### src/hw/hub_pin_defs.svh
`ifndef HUB_PIN_DEFS_SVH
`define HUB_PIN_DEFS_SVH

// number of downstream ports
`define HUB_NUM_PORTS 3
// index (0 based) of the port that has no disable strap
`define HUB_NOSTRAP_PORT 2
// reset value of the pin function select: general interrupt
`define HUB_IRQ_FUNC_RESET 1'b0

`endif

### src/hw/hub_pin_pkg.sv
package hub_pin_pkg;

  typedef enum logic {
    IRQ_FUNC_GENERAL,
    IRQ_FUNC_SUSPEND
  } irq_func_t;

  typedef enum logic [1:0] {
    ST_IN_RESET,
    ST_SAMPLE,
    ST_RUN
  } hub_state_t;

endpackage

### src/hw/strap_sample_if.sv
interface strap_sample_if #(parameter int NUM_PORTS = 3);
  logic sample_pulse;
  logic [NUM_PORTS-1:0] dplus;
  logic [NUM_PORTS-1:0] dminus;
  logic [NUM_PORTS-1:0] port_disabled;

  modport ctrl (output sample_pulse, output dplus, output dminus, input port_disabled);
  modport latch (input sample_pulse, input dplus, input dminus, output port_disabled);
endinterface

### src/hw/strap_latch.sv
`include "hub_pin_defs.svh"

module strap_latch #(
  parameter int NUM_PORTS = `HUB_NUM_PORTS,
  parameter int NOSTRAP_PORT = `HUB_NOSTRAP_PORT
) (
  input wire logic clk,
  input wire logic reset_n,
  strap_sample_if.latch sif
);
  import hub_pin_pkg::*;

  logic [NUM_PORTS-1:0] disabled_ff;
  logic [NUM_PORTS-1:0] nxt_disabled;

  genvar i;
  generate
    for (i = 0; i < NUM_PORTS; i++) begin : g_port
      if (i == NOSTRAP_PORT) begin : g_none
        // no strap here: configuration alone decides
        assign nxt_disabled[i] = 1'b0;
      end else begin : g_strap
        wire both_high = sif.dplus[i] & sif.dminus[i];
        assign nxt_disabled[i] = sif.sample_pulse ? both_high : disabled_ff[i];
      end
    end
  endgenerate

  always_ff @(posedge clk) begin
    if (!reset_n) begin
      disabled_ff <= '0;
    end else begin
      disabled_ff <= nxt_disabled;
    end
  end

  assign sif.port_disabled = disabled_ff;
endmodule

### src/hw/hub_strap_and_irq_pin.sv
`include "hub_pin_defs.svh"

module hub_strap_and_irq_pin #(
  parameter int NUM_PORTS = `HUB_NUM_PORTS
) (
  input wire logic clk,
  input wire logic reset_n,
  input wire logic [NUM_PORTS-1:0] downstream_port_dplus,
  input wire logic [NUM_PORTS-1:0] downstream_port_dminus,
  input wire logic irq_pin_function_select,
  input wire logic status_update,
  input wire logic irq_status_write,
  input wire logic hub_configured,
  input wire logic hub_suspended,
  output logic [NUM_PORTS-1:0] strap_port_disabled,
  output logic standby,
  output logic irq_pin_out,
  output logic irq_pin_oe
);
  import hub_pin_pkg::*;

  strap_sample_if #(
    .NUM_PORTS(NUM_PORTS)
  ) sif ();

  // synchronised pin levels, gathered from the per-pin stages below
  wire [NUM_PORTS-1:0] dplus_sync;
  wire [NUM_PORTS-1:0] dminus_sync;

  // reset and capture sequencing
  hub_state_t state_ff;
  hub_state_t nxt_state;
  logic sampling;
  logic running;
  logic standby_ff;
  logic nxt_standby;

  // pin function and the events that move the general flag
  irq_func_t func_sel;
  logic irq_set;
  logic irq_clr;
  logic hub_active;
  logic susp_low;

  // interrupt flag and pin enable
  logic gen_irq_ff;
  logic nxt_gen_irq;
  logic pull_low_ff;
  logic nxt_pull_low;

  // pins are asynchronous to clk: two stages before any use
  // the stages carry no reset, so they keep tracking the pins while reset is held
  genvar p;
  generate
    for (p = 0; p < NUM_PORTS; p++) begin : g_pin_sync
      logic dp_meta_ff;
      logic dp_sync_ff;
      logic dm_meta_ff;
      logic dm_sync_ff;

      always_ff @(posedge clk) begin
        dp_meta_ff <= downstream_port_dplus[p];
      end

      always_ff @(posedge clk) begin
        dp_sync_ff <= dp_meta_ff;
      end

      always_ff @(posedge clk) begin
        dm_meta_ff <= downstream_port_dminus[p];
      end

      always_ff @(posedge clk) begin
        dm_sync_ff <= dm_meta_ff;
      end

      assign dplus_sync[p] = dp_sync_ff;
      assign dminus_sync[p] = dm_sync_ff;
    end
  endgenerate

  // one cycle after release the synced pins still show the level at release
  always_comb begin
    nxt_state = state_ff;
    case (state_ff)
      ST_IN_RESET: begin
        nxt_state = ST_SAMPLE;
      end
      ST_SAMPLE: begin
        // the capture is taken here, once per reset
        nxt_state = ST_RUN;
      end
      ST_RUN: begin
        // only a reset leaves the run state
        nxt_state = ST_RUN;
      end
      default: begin
        nxt_state = ST_IN_RESET;
      end
    endcase
  end

  // an illegal code falls back through the reset state
  always_ff @(posedge clk) begin
    if (!reset_n) begin
      state_ff <= ST_IN_RESET;
    end else begin
      state_ff <= nxt_state;
    end
  end

  assign sampling = (state_ff == ST_SAMPLE);
  assign running = (state_ff == ST_RUN);

  // standby comes from a flop of its own rather than a state decode
  assign nxt_standby = (nxt_state == ST_IN_RESET);

  always_ff @(posedge clk) begin
    if (!reset_n) begin
      standby_ff <= 1'b1;
    end else begin
      standby_ff <= nxt_standby;
    end
  end

  // the latch only ever sees the synced copies, never a raw pin
  assign sif.sample_pulse = sampling;
  assign sif.dplus = dplus_sync;
  assign sif.dminus = dminus_sync;

  strap_latch #(
    .NUM_PORTS(NUM_PORTS),
    .NOSTRAP_PORT(`HUB_NOSTRAP_PORT)
  ) u_strap (
    .clk(clk),
    .reset_n(reset_n),
    .sif(sif)
  );

  // the disable bits stand until the next reset
  assign strap_port_disabled = sif.port_disabled;
  assign standby = standby_ff;

  // the select is read live: a change shows on the pin one edge later
  assign func_sel = irq_func_t'(irq_pin_function_select);

  // a new update in the clearing cycle wins, so no event is lost
  assign irq_set = status_update;
  assign irq_clr = irq_status_write && !status_update;

  always_comb begin
    nxt_gen_irq = gen_irq_ff;
    if (irq_set) begin
      nxt_gen_irq = 1'b1;
    end else if (irq_clr) begin
      nxt_gen_irq = 1'b0;
    end else begin
      nxt_gen_irq = gen_irq_ff;
    end
  end

  // suspend indication: pulled low unless configured and awake
  assign hub_active = hub_configured && !hub_suspended;
  assign susp_low = !hub_active;

  // the pin stays released until the capture is done and the block runs
  always_comb begin
    nxt_pull_low = 1'b0;
    if (running) begin
      case (func_sel)
        IRQ_FUNC_GENERAL: begin
          nxt_pull_low = nxt_gen_irq;
        end
        IRQ_FUNC_SUSPEND: begin
          nxt_pull_low = susp_low;
        end
        default: begin
          nxt_pull_low = 1'b0;
        end
      endcase
    end
  end

  // general flag: set by updates, cleared by the host write
  always_ff @(posedge clk) begin
    if (!reset_n) begin
      gen_irq_ff <= 1'b0;
    end else if (!running) begin
      // updates that land before the block runs are dropped
      gen_irq_ff <= 1'b0;
    end else begin
      // keeps tracking updates in suspend mode, so a switch back shows pending news
      gen_irq_ff <= nxt_gen_irq;
    end
  end

  // one register stage keeps decode glitches off the pin
  always_ff @(posedge clk) begin
    if (!reset_n) begin
      pull_low_ff <= 1'b0;
    end else begin
      pull_low_ff <= nxt_pull_low;
    end
  end

  // open drain: the data level is fixed low and only the enable moves,
  // so the pin can never fight the external pull-up
  assign irq_pin_out = 1'b0;
  assign irq_pin_oe = pull_low_ff;
endmodule

### config.mk
export PLATFORM = sky130hd
export DESIGN_NAME = hub_strap_and_irq_pin
export DESIGN_NICKNAME = d
export VERILOG_FILES = /design/src/hw/hub_pin_pkg.sv /design/src/hw/strap_sample_if.sv /design/src/hw/strap_latch.sv /design/src/hw/hub_strap_and_irq_pin.sv
export VERILOG_INCLUDE_DIRS = /design/src /design/src/hw
export SDC_FILE = /design/constraint.sdc
export NUM_CORES = 1
export LEC_CHECK = 0
export ABC_AREA = 1
export BUFFER_PORTS_ARGS = -buffer_cell sky130_fd_sc_hd__buf_4
export CAP_MARGIN = 0
export CORE_UTILIZATION = 41
export DETAILED_ROUTE_END_ITERATION = 8
export GPL_TIMING_DRIVEN = 0
export PLACE_DENSITY = 0.79
export SLEW_MARGIN = 20
export SYNTH_ARGS = -nofsm -noshare
export SYNTH_HDL_FRONTEND = slang
export SYNTH_HIERARCHICAL = 1
export SYNTH_SLANG_ARGS = --single-unit
### constraint.sdc
create_clock -name clk -period 0.86 [get_ports clk]
set_input_delay 0.043 -clock clk [delete_from_list [all_inputs] [get_ports clk]]
set_output_delay 0.043 -clock clk [all_outputs]
set_load 0.02 [all_outputs]
==> flow_metrics.py <==
metrics = {
    "status": {
        "status": "finished, violations left",
        "violations": "negative setup slack",
    },
    "placement": {
        "port_buffers": 14,
        "dp.final_hpwl_um": 529,
        "gp_congestion": 0.684,
        "placed_area_um2": 603,
        "dp.cells": 77,
    },
    "pwr": {
        "vdd_drop_max_uv": 1680,
        "power_density_nw_per_um2": 2030,
        "p_leak_nw": 0.367,
    },
    "logic_synthesis": {
        "yosysWarnings": 6,
        "synth_nets": 67,
        "syn_inst": 50,
        "synth_area_um2": 482,
        "syn_area_per_cell_um2": 9.63,
    },
    "clocking": {
        "worstSkewPairLatency_ns": 0.28,
        "cts_setup_buffers": 0,
        "cts_buffer_depth": 2,
        "cts-root-buf": "clkbuf_4",
        "tritoncts": "done",
        "htreeDepth": 1,
        "clock-sinks": 15,
        "numCtsBuffers": 3,
        "path_clk_slew_ns": 0.09,
    },
    "critical_path": {
        "crit_type": "reg2reg",
        "required_ns": 1.05,
        "r2r_slack_ns": -0.01,
        "cp_max_fo": 3,
        "cp-start-kind": "flip-flop",
        "worst_setup_path_end_kind": "flip-flop",
        "rr_endpoint": "u_strap/sif.port_disabled[0]",
        "reg2reg_from": "state_ff[1]",
        "critical_path_arrival_ns": 1.06,
        "r2r_cells": 5,
    },
    "global_route": {
        "grt_pass1_vias": 376,
        "grt_pass1_wl_um": 1300,
        "grtUsageMet1_pct": 10.1,
        "grt_usage_pct": 15.0,
        "grt_max_degree": 11,
        "grt.met3_usage_pct": 9.38,
        "grt_antenna_before_repair": 0,
        "grt.overflow.total": 0,
        "grt_use_met2_pct": 29.0,
        "grt_busiest_layer": "met2",
    },
    "sta": {
        "hold_viol_final": 0,
        "setup_ws_ns": -0.0131,
        "fmax_mhz": 1150,
        "skew_ns": 0.00366,
        "drv_slew": 0,
        "grt_setup_unrepaired": "yes",
        "setup_viol": 2,
        "period_share_pct": 102,
        "fin_crit_ns": 0.873,
    },
    "cells_and_area": {
        "stdcell_area_um2": 756,
        "num-nets-final": 92,
        "drive_gt1_share_pct": 43.2,
        "area_growth_pct": 56.9,
        "antenna_cells_inserted": 0,
        "final_util_pct": 75.2,
        "final_cells": 87,
    },
    "floorplanning": {
        "die_area_um2": 1320,
        "die_w_um": 36.3,
        "start_util_pct": 47.9,
        "rows": 11,
        "core-area_um2": 1000,
        "io_pins": 19,
        "dieHeight_um": 36.3,
    },
    "drt": {
        "drc": 0,
        "wl_per_cell_um": 8.94,
        "vias": 363,
        "detail-route-antenna-nets": 0,
        "drtPass1Iterations": 2,
        "finalWirelength_um": 778,
        "drt_iter0_drc": 1,
        "vias_per_cell": 4.17,
    },
    "min_path": {
        "min_to": "gen_irq_ff",
        "min_path_cells": 3,
        "hp-class": "in2reg",
        "hp-start": "status_update",
    },
    "run": {
        "drv_cap": 0,
    },
}
==> layout by cell type, fill, tap and decap left out <==
master	n
clkbuf_4	3
inv_4	2
ha_4	3
nand2_2	2
ha_1	1
nand3_1	1
a21oi_2	2
conb_1	2
buf_4	16
dfxtp_4	2
dfxtp_1	13
dlygate4sd3_1	6
o21ai_1	2
nand2_1	5
nor2_1	4
inv_2	1
clkinvlp_4	1
a21oi_1	1
inv_1	7
==> power breakdown <==
group / switching, mW / leakage (nW) / internal, mW
logic: 0.153 / 0.226 / 0.164
clock network: 0.222 / 0.0139 / 0.177
registers: 0.0496 / 0.126 / 0.767
==> sequential cells by signal, indices dropped and copies added (netlist names) <==
| register | count |
|---|---|
| g_pin_sync.dm_sync_ff | 2 |
| gen_irq_ff | 1 |
| irq_pin_oe | 1 |
| g_pin_sync.dm_meta_ff | 2 |
| u_strap/sif.port_disabled | 2 |
| g_pin_sync.dp_meta_ff | 2 |
| standby | 1 |
| state_ff | 2 |
| g_pin_sync.dp_sync_ff | 2 |
==> stage by stage <==
step           TNS [ns]  hold WS (ns)  setup WS, ns  power, mW
6_report        -0.0201        0.0360       -0.0131       1.53
2_1_floorplan  -0.00203        0.0707      -0.00203      0.934
5_1_grt          -0.158        0.0595       -0.0420       1.62
3_3_place_gp     -0.206         0.148       -0.0601       1.02
4_1_cts         -0.0428        0.0316       -0.0288       1.50
3_5_place_dp     -0.288         0.149       -0.0847       1.03
==> critical path, cell delays in order, from the launching register on <==
cell     delay [ns]
dfxtp_4        0.37
inv_4          0.07
ha_4           0.14
inv_2          0.05
a21oi_2        0.10
nor2_1         0.05
==> timing repair <==
action / in CTS / in global routing
gates cloned: 0 / 0
gates resized for setup: 12 / 6
hold buffers: 6 / 0
setup endpoints to repair: 5 / 6
pin swaps: 2 / 6
endpoints found under the hold margin: 8 / 0
==> cell type report <==
cell class | instances | area (um^2)
Buffer | 2 | 15.0
Clock buffer | 3 | 22.5
Clock inverter | 1 | 7.51
Fill cell | 73 | 249
Inverter | 10 | 42.5
Multi-Input combinational cell | 23 | 179
Sequential cell | 15 | 308
Tap cell | 13 | 16.3
Timing Repair Buffer | 20 | 165
==> metal layers <==
layer | share of wire, % | vias up
met5 | 0 | -
met4 | 1.0 | 0
met3 | 7.5 | 2
met2 | 56 | 12
met1 | 35 | 160
li1 | - | 189
==> worst max path at each step <==
stage | start | slack [ns] | depth (start not counted) | endpoint
after global placement | state_ff[0] | -0.06 | 6 | irq_pin_oe
final | state_ff[1] | -0.01 | 5 | u_strap/sif.port_disabled[0]
after global routing | state_ff[1] | -0.04 | 4 | u_strap/sif.port_disabled[0]
after floorplan | state_ff[0] | -0.002 | 6 | irq_pin_oe
after detailed placement | state_ff[1] | -0.08 | 5 | u_strap/sif.port_disabled[0]
after CTS | state_ff[0] | -0.03 | 4 | state_ff[1]
(Power assumes the default switching activity.)
